<file path="src/rtl/tlsc_pkg.sv">
// Purpose: Shared constants and types for the tuner LO tuning control block.
// Assumes: Core clock is the crystal reference, 125 MHz.
// Notes:   Window thresholds are in varactor ADC codes (6 bits).
package tlsc_pkg;
  // --------------------------------------------------------------------
  // Dividers
  // --------------------------------------------------------------------
  localparam logic [4:0] TLSC_REF_RATIO_MIN = 5'h02;
  localparam logic [4:0] TLSC_REF_SEL_MAX = 5'h1c;
  localparam logic [4:0] TLSC_FLT_RATIO_MIN = 5'h04;
  localparam logic [4:0] TLSC_FLT_RATIO_MAX = 5'h1b;
  localparam logic [5:0] TLSC_FLT_BW_MAX = 6'h3e;
  localparam int TLSC_A_BITS = 4;
  localparam int TLSC_M_BITS = 11;
  // --------------------------------------------------------------------
  // Lock detection and sampling
  // --------------------------------------------------------------------
  localparam logic [7:0] TLSC_LOCK_ERR_MAX = 8'h02;
  localparam logic [3:0] TLSC_LOCK_AVG_MAX = 4'hf;
  localparam logic [3:0] TLSC_LOCK_AVG_LOSE = 4'h4;
  localparam logic [10:0] TLSC_SMP_BASE_DIV = 11'h008;
  localparam logic [5:0] TLSC_BAND_MAX = 6'h2f;
  localparam logic [1:0] TLSC_OSC_MAX = 2'h2;
  localparam logic [2:0] TLSC_PRESCALE_DIV2 = 3'h4;
  localparam logic [2:0] TLSC_CP_MAX = 3'h7;
  // --------------------------------------------------------------------
  // Windows
  // --------------------------------------------------------------------
  localparam logic [6:0] TLSC_VMID = 7'h20;
  localparam logic [2:0] TLSC_DEF_WH = 3'h3;
  localparam logic [2:0] TLSC_DEF_WL = 3'h3;
  localparam logic [6:0] TLSC_UNLOCK_MARGIN = 7'h08;
  localparam logic [6:0] TLSC_RELAX_STEP = 7'h02;
  localparam logic [1:0] TLSC_RELAX_MAX = 2'h3;
  localparam logic [5:0] TLSC_RELAX_MISSES = 6'h3f;
  localparam logic [1:0] TLSC_TU_IN = 2'h0;
  localparam logic [1:0] TLSC_TU_ABOVE = 2'h1;
  localparam logic [1:0] TLSC_TU_BELOW = 2'h2;
  localparam int TLSC_FL_BIT = 6;

  typedef enum logic [0:0] {
    TLSC_HUNT = 1'b0,
    TLSC_HOLD = 1'b1
  } tlsc_state_t;

  typedef struct packed {
    logic [4:0] ref_cnt;
    logic comp_tick;
    logic [4:0] flt_cnt;
    logic flt_tick;
    logic [3:0] a_cnt;
    logic [10:0] m_cnt;
    logic div_tick;
    logic mod17;
    logic pfd_up;
    logic pfd_dn;
    logic [7:0] err_cnt;
    logic [3:0] lock_avg;
    logic fl;
    logic [10:0] smp_cnt;
    logic [5:0] band;
    tlsc_state_t st;
    logic [1:0] relax;
    logic [5:0] miss_cnt;
    logic [1:0] tu;
    logic lock_drive;
    logic prescale;
    logic bypass_en;
    logic [4:0] flt_ratio;
    logic [5:0] flt_bw;
    logic [2:0] cp_cur;
  } tlsc_regs_t;

  localparam tlsc_regs_t TLSC_RST = '{
    bypass_en: 1'b1,
    flt_ratio: TLSC_FLT_RATIO_MIN,
    st: TLSC_HUNT,
    default: '0
  };
endpackage : tlsc_pkg

</file>
<file path="src/rtl/tlsc_lo_ctrl.sv">
// Purpose: LO tuning controller, synthesizer dividers, filter and bypass
//          control of a satellite tuner.
// Assumes: All inputs synchronous to core_clk_i; vvar_code_i is a sampled
//          varactor voltage; lo_pulse_i is one pulse per prescaler cycle.
// Notes:   Contract
// Contract
// - Bypass follows only its own bit; power-down and sleep never touch it.
// - Bypass enabled after reset; cleared enable powers it down.
// - Five-bit filter reference ratio 4..27 divides the crystal clock.
// - Six-bit filter bandwidth code, usable range 0..62.
// - Cutoff = fxtal / ratio * (code + 1) / 1.257 in the analogue filter.
// - Three oscillators of sixteen sub-bands, chosen automatically by default.
// - Prescale divide-by-4 or divide-by-2 picked per oscillator by itself.
// - Auto-band-disable stops band switching; host band is used.
// - Varactor sampled at selectable rate, default comparison rate / 8.
// - Window thresholds default, or host high/low fields via window select.
// - Lock window widens after failed hunting unless relax enable is 0.
// - Lock flag from time-averaged phase comparison; readable in status.
// - Lock pin pulls low only inside unlock window with lock flag set.
// - Lock window centred in unlock window; hysteresis holds the band.
// - Master clear returns LO control to initial conditions.
// - 15-bit M*16+A main divider with 16/17 prescaler control.
// - Reference divider with 29 selectable ratios makes comparison rate.
// - Phase/frequency comparator runs with comparison rate up to 2 MHz.
// - Charge pump current fixed or scaled by sub-band, host's choice.
// - Analogue power-down when sleep pin or power-down bit is high.
// - Status bit 6 is the lock flag.
`timescale 1ns/1ns
module tlsc_lo_ctrl
  import tlsc_pkg::*;
(
  input wire logic core_clk_i,
  input wire logic rst_n_i,
  input wire logic sleep_i,
  input wire logic power_down_bit_i,
  input wire logic rf_bypass_wr_i,
  input wire logic rf_bypass_en_i,
  input wire logic [4:0] filter_ref_divide_ratio_i,
  input wire logic [5:0] filter_bandwidth_code_i,
  input wire logic auto_band_disable_i,
  input wire logic [1:0] manual_osc_sel_i,
  input wire logic [3:0] manual_sub_band_i,
  input wire logic [2:0] window_sample_rate_i,
  input wire logic window_select_i,
  input wire logic [2:0] window_high_threshold_i,
  input wire logic [2:0] window_low_threshold_i,
  input wire logic window_relax_enable_i,
  input wire logic lo_master_clear_i,
  input wire logic [14:0] main_div_ratio_i,
  input wire logic [4:0] ref_div_sel_i,
  input wire logic [2:0] cp_current_i,
  input wire logic cp_auto_scale_i,
  input wire logic lo_pulse_i,
  input wire logic [5:0] vvar_code_i,
  output logic analog_power_down_o,
  output logic rf_bypass_power_down_o,
  output logic [4:0] filter_ref_divide_ratio_o,
  output logic [5:0] filter_bandwidth_code_o,
  output logic filter_ref_tick_o,
  output logic comp_tick_o,
  output logic main_div_tick_o,
  output logic prescaler_mod17_o,
  output logic pfd_up_o,
  output logic pfd_dn_o,
  output logic [2:0] cp_current_o,
  output logic [1:0] osc_sel_o,
  output logic [3:0] sub_band_o,
  output logic lo_prescale_ratio_o,
  output logic freq_lock_flag_o,
  output logic [7:0] status_byte_o,
  output logic lock_pin_o,
  output logic lock_pin_oe_n_o
);

  tlsc_regs_t r;
  tlsc_regs_t n;

  // ----------------------------------------------------------------------
  // Combinational next state
  // ----------------------------------------------------------------------
  always_comb begin
    logic [4:0] ref_sel, ref_ratio;
    logic [10:0] m_val, smp_div;
    logic [3:0] a_val;
    logic sample, in_lock, above_lock;
    logic [2:0] wh, wl;
    logic [6:0] lock_off_hi, lock_off_lo, lock_hi, lock_lo;
    logic [6:0] unl_hi, unl_lo, v;
    logic [1:0] man_osc;
    logic [3:0] cp_sum;
    tlsc_regs_t keep;
    ref_sel = '0;
    ref_ratio = '0;
    m_val = '0;
    a_val = '0;
    smp_div = '0;
    sample = 1'b0;
    wh = '0;
    wl = '0;
    lock_off_hi = '0;
    lock_off_lo = '0;
    lock_hi = '0;
    lock_lo = '0;
    unl_hi = '0;
    unl_lo = '0;
    v = '0;
    in_lock = 1'b0;
    above_lock = 1'b0;
    man_osc = '0;
    cp_sum = '0;
    keep = '0;
    n = r;

    // Bypass enable is its own register, so sleep cannot reach it
    if (rf_bypass_wr_i) begin
      n.bypass_en = rf_bypass_en_i;
    end

    // --------------------------------------------------------------------
    // Filter FLL reference divider
    // --------------------------------------------------------------------
    // Out-of-range ratios are clamped so the divider never stalls
    if (filter_ref_divide_ratio_i < TLSC_FLT_RATIO_MIN) begin
      n.flt_ratio = TLSC_FLT_RATIO_MIN;
    end else if (filter_ref_divide_ratio_i > TLSC_FLT_RATIO_MAX) begin
      n.flt_ratio = TLSC_FLT_RATIO_MAX;
    end else begin
      n.flt_ratio = filter_ref_divide_ratio_i;
    end
    if (filter_bandwidth_code_i > TLSC_FLT_BW_MAX) begin
      n.flt_bw = TLSC_FLT_BW_MAX;
    end else begin
      n.flt_bw = filter_bandwidth_code_i;
    end
    n.flt_tick = (r.flt_cnt >= r.flt_ratio - 5'h01);
    n.flt_cnt = n.flt_tick ? 5'h00 : r.flt_cnt + 5'h01;

    // --------------------------------------------------------------------
    // Reference divider to comparison rate
    // --------------------------------------------------------------------
    ref_sel = (ref_div_sel_i > TLSC_REF_SEL_MAX) ? TLSC_REF_SEL_MAX
                                                 : ref_div_sel_i;
    ref_ratio = TLSC_REF_RATIO_MIN + ref_sel;
    n.comp_tick = (r.ref_cnt >= ref_ratio - 5'h01);
    n.ref_cnt = n.comp_tick ? 5'h00 : r.ref_cnt + 5'h01;

    // --------------------------------------------------------------------
    // Main divider, M counts prescaler cycles, first A use modulus 17
    // --------------------------------------------------------------------
    m_val = main_div_ratio_i[14:TLSC_A_BITS];
    a_val = main_div_ratio_i[TLSC_A_BITS-1:0];
    n.div_tick = 1'b0;
    if (lo_pulse_i) begin
      if (r.m_cnt + 11'h001 >= m_val) begin
        n.m_cnt = '0;
        n.a_cnt = '0;
        n.div_tick = 1'b1;
      end else begin
        n.m_cnt = r.m_cnt + 11'h001;
        if (r.a_cnt != 4'hf) begin
          n.a_cnt = r.a_cnt + 4'h1;
        end
      end
    end
    n.mod17 = (n.a_cnt < a_val);

    // --------------------------------------------------------------------
    // Phase/frequency detector and averaged lock flag
    // --------------------------------------------------------------------
    n.pfd_up = r.pfd_up | r.comp_tick;
    n.pfd_dn = r.pfd_dn | r.div_tick;
    if (n.pfd_up && n.pfd_dn) begin
      n.pfd_up = 1'b0;
      n.pfd_dn = 1'b0;
    end
    if ((r.pfd_up ^ r.pfd_dn) && (r.err_cnt != 8'hff)) begin
      n.err_cnt = r.err_cnt + 8'h01;
    end
    // One decision per comparison period gives the time average
    if (r.comp_tick) begin
      n.err_cnt = '0;
      if (r.err_cnt <= TLSC_LOCK_ERR_MAX) begin
        if (r.lock_avg != TLSC_LOCK_AVG_MAX) begin
          n.lock_avg = r.lock_avg + 4'h1;
        end
      end else if (r.lock_avg != 4'h0) begin
        n.lock_avg = r.lock_avg - 4'h1;
      end
    end
    if (r.lock_avg == TLSC_LOCK_AVG_MAX) begin
      n.fl = 1'b1;
    end else if (r.lock_avg < TLSC_LOCK_AVG_LOSE) begin
      n.fl = 1'b0;
    end

    // --------------------------------------------------------------------
    // Varactor windows
    // --------------------------------------------------------------------
    wh = window_select_i ? window_high_threshold_i : TLSC_DEF_WH;
    wl = window_select_i ? window_low_threshold_i : TLSC_DEF_WL;
    lock_off_hi = 7'h01 + {4'h0, wh} + TLSC_RELAX_STEP * {5'h00, r.relax};
    lock_off_lo = 7'h01 + {4'h0, wl} + TLSC_RELAX_STEP * {5'h00, r.relax};
    lock_hi = TLSC_VMID + lock_off_hi;
    lock_lo = TLSC_VMID - lock_off_lo;
    // Same margin on both sides keeps the lock window centred
    unl_hi = lock_hi + TLSC_UNLOCK_MARGIN;
    unl_lo = lock_lo - TLSC_UNLOCK_MARGIN;
    v = {1'b0, vvar_code_i};
    in_lock = (v <= lock_hi) && (v >= lock_lo);
    above_lock = (v > lock_hi);

    // --------------------------------------------------------------------
    // Sample timing, default one sample per eight comparisons
    // --------------------------------------------------------------------
    smp_div = TLSC_SMP_BASE_DIV << window_sample_rate_i;
    if (r.comp_tick) begin
      if (r.smp_cnt + 11'h001 >= smp_div) begin
        n.smp_cnt = '0;
        sample = 1'b1;
      end else begin
        n.smp_cnt = r.smp_cnt + 11'h001;
      end
    end

    // --------------------------------------------------------------------
    // Band selection
    // --------------------------------------------------------------------
    if (sample) begin
      if (v > unl_hi) begin
        n.tu = TLSC_TU_ABOVE;
      end else if (v < unl_lo) begin
        n.tu = TLSC_TU_BELOW;
      end else begin
        n.tu = TLSC_TU_IN;
      end
    end
    if (!window_relax_enable_i) begin
      n.relax = '0;
    end
    if (auto_band_disable_i) begin
      man_osc = (manual_osc_sel_i > TLSC_OSC_MAX) ? TLSC_OSC_MAX
                                                 : manual_osc_sel_i;
      n.band = {man_osc, manual_sub_band_i};
      n.st = TLSC_HUNT;
      n.miss_cnt = '0;
    end else if (sample) begin
      case (r.st)
        TLSC_HUNT: begin
          if (in_lock) begin
            n.st = TLSC_HOLD;
            n.miss_cnt = '0;
          end else begin
            if (above_lock && (r.band != TLSC_BAND_MAX)) begin
              n.band = r.band + 6'h01;
            end else if (!above_lock && (r.band != 6'h00)) begin
              n.band = r.band - 6'h01;
            end
            if (r.miss_cnt == TLSC_RELAX_MISSES) begin
              n.miss_cnt = '0;
              if (window_relax_enable_i && (r.relax != TLSC_RELAX_MAX)) begin
                n.relax = r.relax + 2'h1;
              end
            end else begin
              n.miss_cnt = r.miss_cnt + 6'h01;
            end
          end
        end
        TLSC_HOLD: begin
          // Only leaving the wider window restarts hunting
          if ((v > unl_hi) || (v < unl_lo)) begin
            n.st = TLSC_HUNT;
          end
        end
        default: n.st = TLSC_HUNT;
      endcase
    end
    n.prescale = TLSC_PRESCALE_DIV2[n.band[5:4]];

    // --------------------------------------------------------------------
    // Charge pump and lock pin
    // --------------------------------------------------------------------
    cp_sum = {1'b0, cp_current_i} + {2'h0, n.band[3:2]};
    if (!cp_auto_scale_i) begin
      n.cp_cur = cp_current_i;
    end else if (cp_sum > {1'b0, TLSC_CP_MAX}) begin
      n.cp_cur = TLSC_CP_MAX;
    end else begin
      n.cp_cur = cp_sum[2:0];
    end
    n.lock_drive = (r.tu == TLSC_TU_IN) && r.fl;

    // Master clear resets LO control only; host settings and the filter
    // divider carry on, so a write in the same cycle is not lost
    if (lo_master_clear_i) begin
      keep = n;
      n = TLSC_RST;
      n.bypass_en = keep.bypass_en;
      n.flt_ratio = keep.flt_ratio;
      n.flt_bw = keep.flt_bw;
      n.ref_cnt = keep.ref_cnt;
      n.flt_cnt = keep.flt_cnt;
      n.flt_tick = keep.flt_tick;
      n.cp_cur = keep.cp_cur;
    end
  end

  // ----------------------------------------------------------------------
  // State register
  // ----------------------------------------------------------------------
  always_ff @(posedge core_clk_i or negedge rst_n_i) begin
    if (!rst_n_i) begin
      r <= TLSC_RST;
    end else begin
      r <= n;
    end
  end

  // ----------------------------------------------------------------------
  // Outputs
  // ----------------------------------------------------------------------
  assign analog_power_down_o = sleep_i | power_down_bit_i;
  assign rf_bypass_power_down_o = ~r.bypass_en;
  assign filter_ref_divide_ratio_o = r.flt_ratio;
  assign filter_bandwidth_code_o = r.flt_bw;
  assign filter_ref_tick_o = r.flt_tick;
  assign comp_tick_o = r.comp_tick;
  assign main_div_tick_o = r.div_tick;
  assign prescaler_mod17_o = r.mod17;
  assign pfd_up_o = r.pfd_up;
  assign pfd_dn_o = r.pfd_dn;
  assign cp_current_o = r.cp_cur;
  assign osc_sel_o = r.band[5:4];
  assign sub_band_o = r.band[3:0];
  assign lo_prescale_ratio_o = r.prescale;
  assign freq_lock_flag_o = r.fl;
  // Power-on indicator is kept by the serial interface, not here
  assign status_byte_o = {1'b0, r.fl, r.band[3:0], r.tu};
  assign lock_pin_o = 1'b0;
  assign lock_pin_oe_n_o = ~r.lock_drive;

endmodule : tlsc_lo_ctrl

</file>
<file path="config.mk">
export PLATFORM = sky130hd
export DESIGN_NAME = tlsc_lo_ctrl
export DESIGN_NICKNAME = d
export VERILOG_FILES = /design/src/rtl/tlsc_pkg.sv /design/src/rtl/tlsc_lo_ctrl.sv
export SDC_FILE = /design/constraint.sdc
export NUM_CORES = 1
export LEC_CHECK = 0
export ABC_AREA = 1
export CORE_MARGIN = 2
export CORE_UTILIZATION = 30
export CTS_BUF_LIST = sky130_fd_sc_hd__clkbuf_8
export DETAILED_ROUTE_END_ITERATION = 10
export DONT_BUFFER_PORTS = 1
export GPL_TIMING_DRIVEN = 1
export PLACE_DENSITY_LB_ADDON = 0.15
export SETUP_SLACK_MARGIN = 0.1
export SYNTH_ARGS = -nofsm -noshare
export SYNTH_HDL_FRONTEND = slang
export SYNTH_SLANG_ARGS = --single-unit
</file>
<file path="constraint.sdc">
create_clock -name core_clk_i -period 4.05 [get_ports core_clk_i]
set_input_delay 0.405 -clock core_clk_i [delete_from_list [all_inputs] [get_ports core_clk_i]]
set_output_delay 0.405 -clock core_clk_i [all_outputs]
set_load 0.005 [all_outputs]
</file>
==> results.ini, run 1 <==
[power]
ir_worst_vdd_uv = 160
p_per_area_nw_per_um2 = 370
p_leak_nw = 3.59

[worst_setup_path]
critical_path_class = reg -> reg
arrival_ns = 3.99
critical_path.max_fanout = 5
endpoint_kind = register
critPathMostFrequentCell = nand2_1
crit_buf_inv = 3
slowest_stage = fa_1
path_delay_family = adder cells
r2r_slack_ns = 0.33
start_kind = register
worst_ep_required_time_ns = 4.32
max_stage_delay_ns = 0.43
worstPathCellList = buf_4, ha_1, a21o_1, a31oi_1, ha_1, nand2_1, nor2_2, nand2_1, nand2_4, nand2_4, nand2_4, nor2_4, nand2_1, nand2_1, nand3_2, nand2_2, inv_1, ha_2, fa_1, nand3b_1, o21ai_1, inv_1

[logic_synthesis]
syn_area_per_cell_sq_um = 7.98
syn_area_sq_um = 6520
ys_seq_area_frac = 0.342
synth_cell_type_count = 53
netlist_instances = 817
yosysTopAreaCellShare = 0.334
synth.largest_area_cell = dfrtp_1
ys_ff_latch = 89
yosys-top-cells-count = inv_1 (147), nand2_1 (138), dfrtp_1 (87), ha_1 (72), nor2_1 (60)
synthFlopType = dfrtp_1
synth_warnings = 0
ys_top_cells_by_area = dfrtp_1 (33%), ha_1 (14%), inv_1 (8.5%)
synth_async_sr_flop_share = 1.00
synth_most_common_cell = inv_1
synth_edf_count = 0

[timing]
setup_tns_ns = 0
hold_viol = 0
worst_pin_slew_ns = 0.855
maxSlewViolCount = 0
slew_headroom = 0.428
rsz0062_at_grt = no
fmax_ghz = 0.269
final.min_clock_period_ns = 3.72
finalCritPeriodShare = 0.918
finClkSkew_ns = 0.0125
setup_viol = 0

[routing]
viasPerCell = 4.55
ant_nets = 0
drt_wl_total_microns = 14500
drt_iter0_drc = 204
via_count = 4937
avgRoutedWirePerCell_microns = 13.3
drcViolationCount = 0
firstDrtPassIters = 4

[clock_tree]
cts_tree = yes
worst_skew_pair.late_latency_ns = 0.38
cts.sinks = 89
htreeDepth = 3
cts_root_buf = clkbuf_8
path_clk_slew_ns = 0.10
numCtsBuffers = 9
cts_buffer_depth = 2

[grt]
grt_pass1_vias = 4696
antenna_found_initial = 1
gr-total-overflow = 0
grt_usage = 0.129
grt_max_degree = 90
grt_pass1_wl_microns = 23300

[finish]
synthToLayoutAreaGrowth_pct = 8.38
drive_gt1_frac = 0.0988
nets = 948
fin_cells = 1086
fin_area_sq_um = 7070
utilization = 0.334
nFillCells = 2249

[place]
placed_cells = 1056
gp_congestion = 0.818
place_area_sq_um = 6610
detailed_place_hpwl_microns = 10800
port_buffers = 0

[die]
die_w_microns = 151
die_area_sq_um = 22900
num_rows = 53
initial_core_util = 0.308
die_h_microns = 151
fp.coreArea_sq_um = 21200
io-pin-count = 107

[worst_hold_path]
hold_path.class = in -> reg

[run_status]
status = finished, final reports clean

[flow_run]
cap_viol_max_count = 0

layer usage:
metal | track usage | share of wire | up-vias
li1 | - | - | 2577
met4 | 0.0238 | 0.0061 | 0
met5 | 0 | 0 | -
met3 | 0.0446 | 0.054 | 6
met1 | 0.173 | 0.48 | 2265
met2 | 0.205 | 0.46 | 89
stage by stage:
step	power (mW)	setup slack (ns)	hold slack, ns
6_report	2.61	0.333	0.0499
3_5_place_dp	1.84	0.0279	0.114
3_3_place_gp	1.84	0.0997	0.114
5_1_grt	2.84	0.0288	0.00263
2_1_floorplan	1.70	0.240	0.109
4_1_cts	2.65	0.105	0.00620
layout by cell type (no fill, tap or decap), drive strengths merged, types with 15 or more instances in the layout:
cell / Yosys / final
inv: 148 / 149
nand2: 146 / 146
dfrtp: 87 / 87
ha: 72 / 72
nor2: 66 / 66
nand3: 63 / 63
o21ai: 39 / 39
a21oi: 31 / 31
xor2: 24 / 24
nand4: 17 / 17
buf: 32 / 15
cell type report:
class,instances,area (sq um),share of cell area
antenna,1,2.50,0.000354
inverter,149,559,0.0791
timing repair buffer,20,186,0.0264
sequential,89,2230,0.315
multi-input combinational,536,3510,0.497
clock buffer,9,124,0.0175
tap,275,344,0.0487
clock inverter,7,111,0.0158
flip-flops by register name (all words and copies together) (netlist names):
signal / count
comp_tick_o: 1
main_div_tick_o: 1
filter_ref_divide_ratio_o: 5
lo_prescale_ratio_o: 1
cp_current_o: 3
r: 59
pfd_dn_o: 1
filter_ref_tick_o: 1
pfd_up_o: 1
freq_lock_flag_o: 1
status_byte_o: 6
osc_sel_o: 2
prescaler_mod17_o: 1
filter_bandwidth_code_o: 6
report_power, final:
| group | switching, mW | internal, mW | total (mW) | leakage [nW] |
|---|---|---|---|---|
| Sequential | 0.115 | 0.994 | 1.11 | 1.18 |
| Combinational | 0.438 | 0.312 | 0.750 | 2.29 |
| Clock | 0.348 | 0.406 | 0.754 | 0.120 |
path summary, 6_finish.rpt:
| check | start | end | depth (start not counted) |
|---|---|---|---|
| max in group asynchronous | rst_n_i | r[14]$_DFFE_PN1P_ | 2 |
| worst min register to register | r[84]$_DFF_PN0_ | r[84]$_DFF_PN0_ | 1 |
| worst min-delay path | filter_ref_divide_ratio_i[3] | filter_ref_divide_ratio_o[3]$_DFF_PN0_ | 0 |
| min in group asynchronous | rst_n_i | r[39]$_DFFE_PN0P_ | 2 |
| worst max register to register | r[26]$_DFF_PN0_ | cp_current_o[1]$_DFF_PN0_ | 22 |
| worst max-delay path | r[26]$_DFF_PN0_ | cp_current_o[1]$_DFF_PN0_ | 22 |
cell families (layout without fill, tap and decap cells):
logic type / after synthesis / count (layout) / synth area share
and+or+nand+nor: 318 / 318 / 0.225
other: 1 / 3 / 0.000575
AOI/OAI and AO/OA: 103 / 103 / 0.0957
DFF: 89 / 89 / 0.342
adders and majority gates: 76 / 76 / 0.150
xor gates and xnor gates: 36 / 36 / 0.0504
muxes: 1 / 1 / 0.00173
buffers and inverters: 193 / 185 / 0.134
timing repair:
action,4_1_cts,5_1_grt
resized for setup,0,22
buffers inserted,0,7
hold buffers,2,4
endpoints found under the hold margin,89,4
setup endpoints to repair,0,3
Note: power is estimated with default switching activity, not from simulation.
==> run 2, diff against run 1 <==
--- a/config.mk
+++ b/config.mk
@@ -14,6 +14,7 @@
 export GPL_TIMING_DRIVEN = 1
 export PLACE_DENSITY_LB_ADDON = 0.15
 export SETUP_SLACK_MARGIN = 0.1
+export SLEW_MARGIN = 25
 export SYNTH_ARGS = -nofsm -noshare
 export SYNTH_HDL_FRONTEND = slang
 export SYNTH_SLANG_ARGS = --single-unit
==> constraint.sdc (replaced) <==
create_clock -name core_clk_i -period 4.05 [get_ports core_clk_i]
set_input_delay 0.2025 -clock core_clk_i [delete_from_list [all_inputs] [get_ports core_clk_i]]
set_output_delay 0.2025 -clock core_clk_i [all_outputs]
set_load 0.005 [all_outputs]
==> results.ini, run 2 (synthesis results as in run 1) <==
[routing]
drt_wl_total_microns = 14800
drcViolationCount = 0
dr_wl_met3_microns = 640
highest_layer = met4
met1_length_microns = 7200
firstDrtPassIters = 4
viasPerCell = 4.56
via_count = 5032
dr_wl_met2_microns = 6840
drt_iter0_drc = 159
ant_nets = 0
avgRoutedWirePerCell_microns = 13.4

[clock_tree]
worst_skew_pair.late_latency_ns = 0.38
cts_root_buf = clkbuf_8
numCtsBuffers = 9
path_clk_slew_ns = 0.09
htreeDepth = 3
cts_tree = yes
cts_buffer_depth = 2
cts.sinks = 89

[timing]
setup_viol = 0
hold_viol = 0
worst_pin_slew_ns = 0.873
setup_tns_ns = 0
finalCritPeriodShare = 0.907
finClkSkew_ns = 0.0112
rsz0062_at_grt = no
slew_headroom = 0.416
maxSlewViolCount = 0
final.min_clock_period_ns = 3.67
fmax_ghz = 0.272

[worst_setup_path]
start_kind = register
crit_cells = 22
slowest_stage = fa_1
arrival_ns = 3.94
critical_path_class = reg -> reg
worst_ep_required_time_ns = 4.32
endpoint_kind = register
crit_buf_inv = 3
r2r_cells = 22
critical_path.max_fanout = 6
worstPathCellList = buf_4, ha_1, a21o_1, a31oi_2, ha_1, nand2_1, nor2_2, nand2_1, nand2_4, nand2_4, nand2_4, nor2_4, nand2_1, nand2_1, nand3_2, nand2_2, inv_2, ha_4, fa_1, nand3b_1, o21ai_1, inv_1
path_delay_family = adder cells
max_stage_delay_ns = 0.44
critPathMostFrequentCell = nand2_1

[grt]
grt_usage = 0.133
antenna_found_initial = 0
grt_pass1_wl_microns = 23900
grt_pass1_vias = 4835
grt_max_degree = 90
gr-total-overflow = 0

[finish]
fin_area_sq_um = 7290
final_common_cell = inv_1
fin_cells = 1104
num_antenna_cells = 0
layout_common_cells = inv_1 (140), nand2_1 (136), dfrtp_1 (87)
regMostFlops = r
largest_reg_flops = 59
synthToLayoutAreaGrowth_pct = 11.8
nets = 967
drive_gt1_frac = 0.105

[power]
combPwrFrac = 0.300
intPower_mw = 1.68
power_switching_mw = 0.925
swShare = 0.355
ir_worst_vdd_uv = 139
fin_total_pwr_mw = 2.60
p_leak_nw = 3.65
p_per_area_nw_per_um2 = 357
power_frac_seq = 0.427
clkPwrFrac = 0.274

[die]
io-pin-count = 107
initial_core_util = 0.308
fp.coreArea_sq_um = 21200
num_rows = 53
die_area_sq_um = 22900
die_h_microns = 151
die_w_microns = 151

[place]
port_buffers = 0
detailed_place_hpwl_microns = 10900
gp_congestion = 0.836
placed_cells = 1052
place_area_sq_um = 6580

[flow_run]
cap_viol_max_count = 0

[run_status]
status = finished, final reports clean

[worst_hold_path]
hold_depth = 3
hold_path.class = in -> reg

-- run 2: cell types whose count changed in the layout (fill, tap and decap cells not counted), moves of 2 or more --
cell,before,now
nand2_1,134,136
nor2_1,59,57
inv_1,143,140
nand2_2,8,6
clkinv_2,2,0
inv_6,0,2
inv_2,6,8
nor2_2,5,7
ha_4,4,6
clkinv_4,0,2
dlygate4sd3_1,5,23
-- run 2: path summary, 6_finish.rpt --
check / slack, ns / from / end
max in group asynchronous: 3.24 / rst_n_i / r[14]$_DFFE_PN1P_
worst max-delay path: 0.38 / r[26]$_DFF_PN0_ / cp_current_o[1]$_DFF_PN0_
worst min-delay path: 0.02 / cp_auto_scale_i / cp_current_o[1]$_DFF_PN0_
worst min register to register: 0.50 / r[78]$_DFF_PN0_ / r[78]$_DFF_PN0_
min in group asynchronous: 0.41 / rst_n_i / r[43]$_DFFE_PN0P_
worst max register to register: 0.38 / r[26]$_DFF_PN0_ / cp_current_o[1]$_DFF_PN0_
-- run 2: area by class of cell --
cell class / count / area, sq um
fillers: 2252 / 13900
multi-input cells: 536 / 3560
flip-flops and latches: 89 / 2230
inverters: 149 / 559
repair buffers: 39 / 374
well taps: 275 / 344
clock buffers: 9 / 124
clock inverters: 7 / 103
-- run 2: power by group through the flow --
stage | logic, mW | registers, mW | clock network (mW)
after global routing | 0.915 | 1.13 | 0.790
after global placement | 0.709 | 1.13 | 0
after floorplan | 0.615 | 1.09 | 0
after CTS | 0.764 | 1.11 | 0.749
after detailed placement | 0.711 | 1.13 | 0
final | 0.780 | 1.11 | 0.713
-- run 2: layer usage --
| layer | up-vias | GRT usage |
|---|---|---|
| li1 | 2633 | - |
| met1 | 2313 | 0.177 |
| met2 | 75 | 0.218 |
| met3 | 11 | 0.0371 |
| met4 | 0 | 0.0262 |
| met5 | - | 0 |
-- run 2: worst min-delay path: cells and delay by family --
kind	cells	cell delay, ns
AO/OA/AOI/OAI	1	0.06
buffers and inverters	1	0.04
AND/OR/NAND/NOR	1	0.06
-- run 2: per-stage QoR --
stage / setup WS (ns) / utilization / hold slack (ns)
3_5_place_dp: 0.165 / 0.311 / -0.0880
6_report: 0.376 / 0.345 / 0.0155
3_3_place_gp: 0.209 / 0.311 / -0.0900
4_1_cts: 0.135 / 0.334 / 0.0000372
5_1_grt: 0.0836 / 0.345 / 0.00447
2_1_floorplan: 0.304 / - / -0.0931
-- run 2: what timing repair did --
item / 4_1_cts / 5_1_grt
buffers inserted: 0 / 12
setup endpoints to repair: 0 / 3
hold buffers: 24 / 0
hold endpoints to repair: 121 / 0
resized for setup: 0 / 30
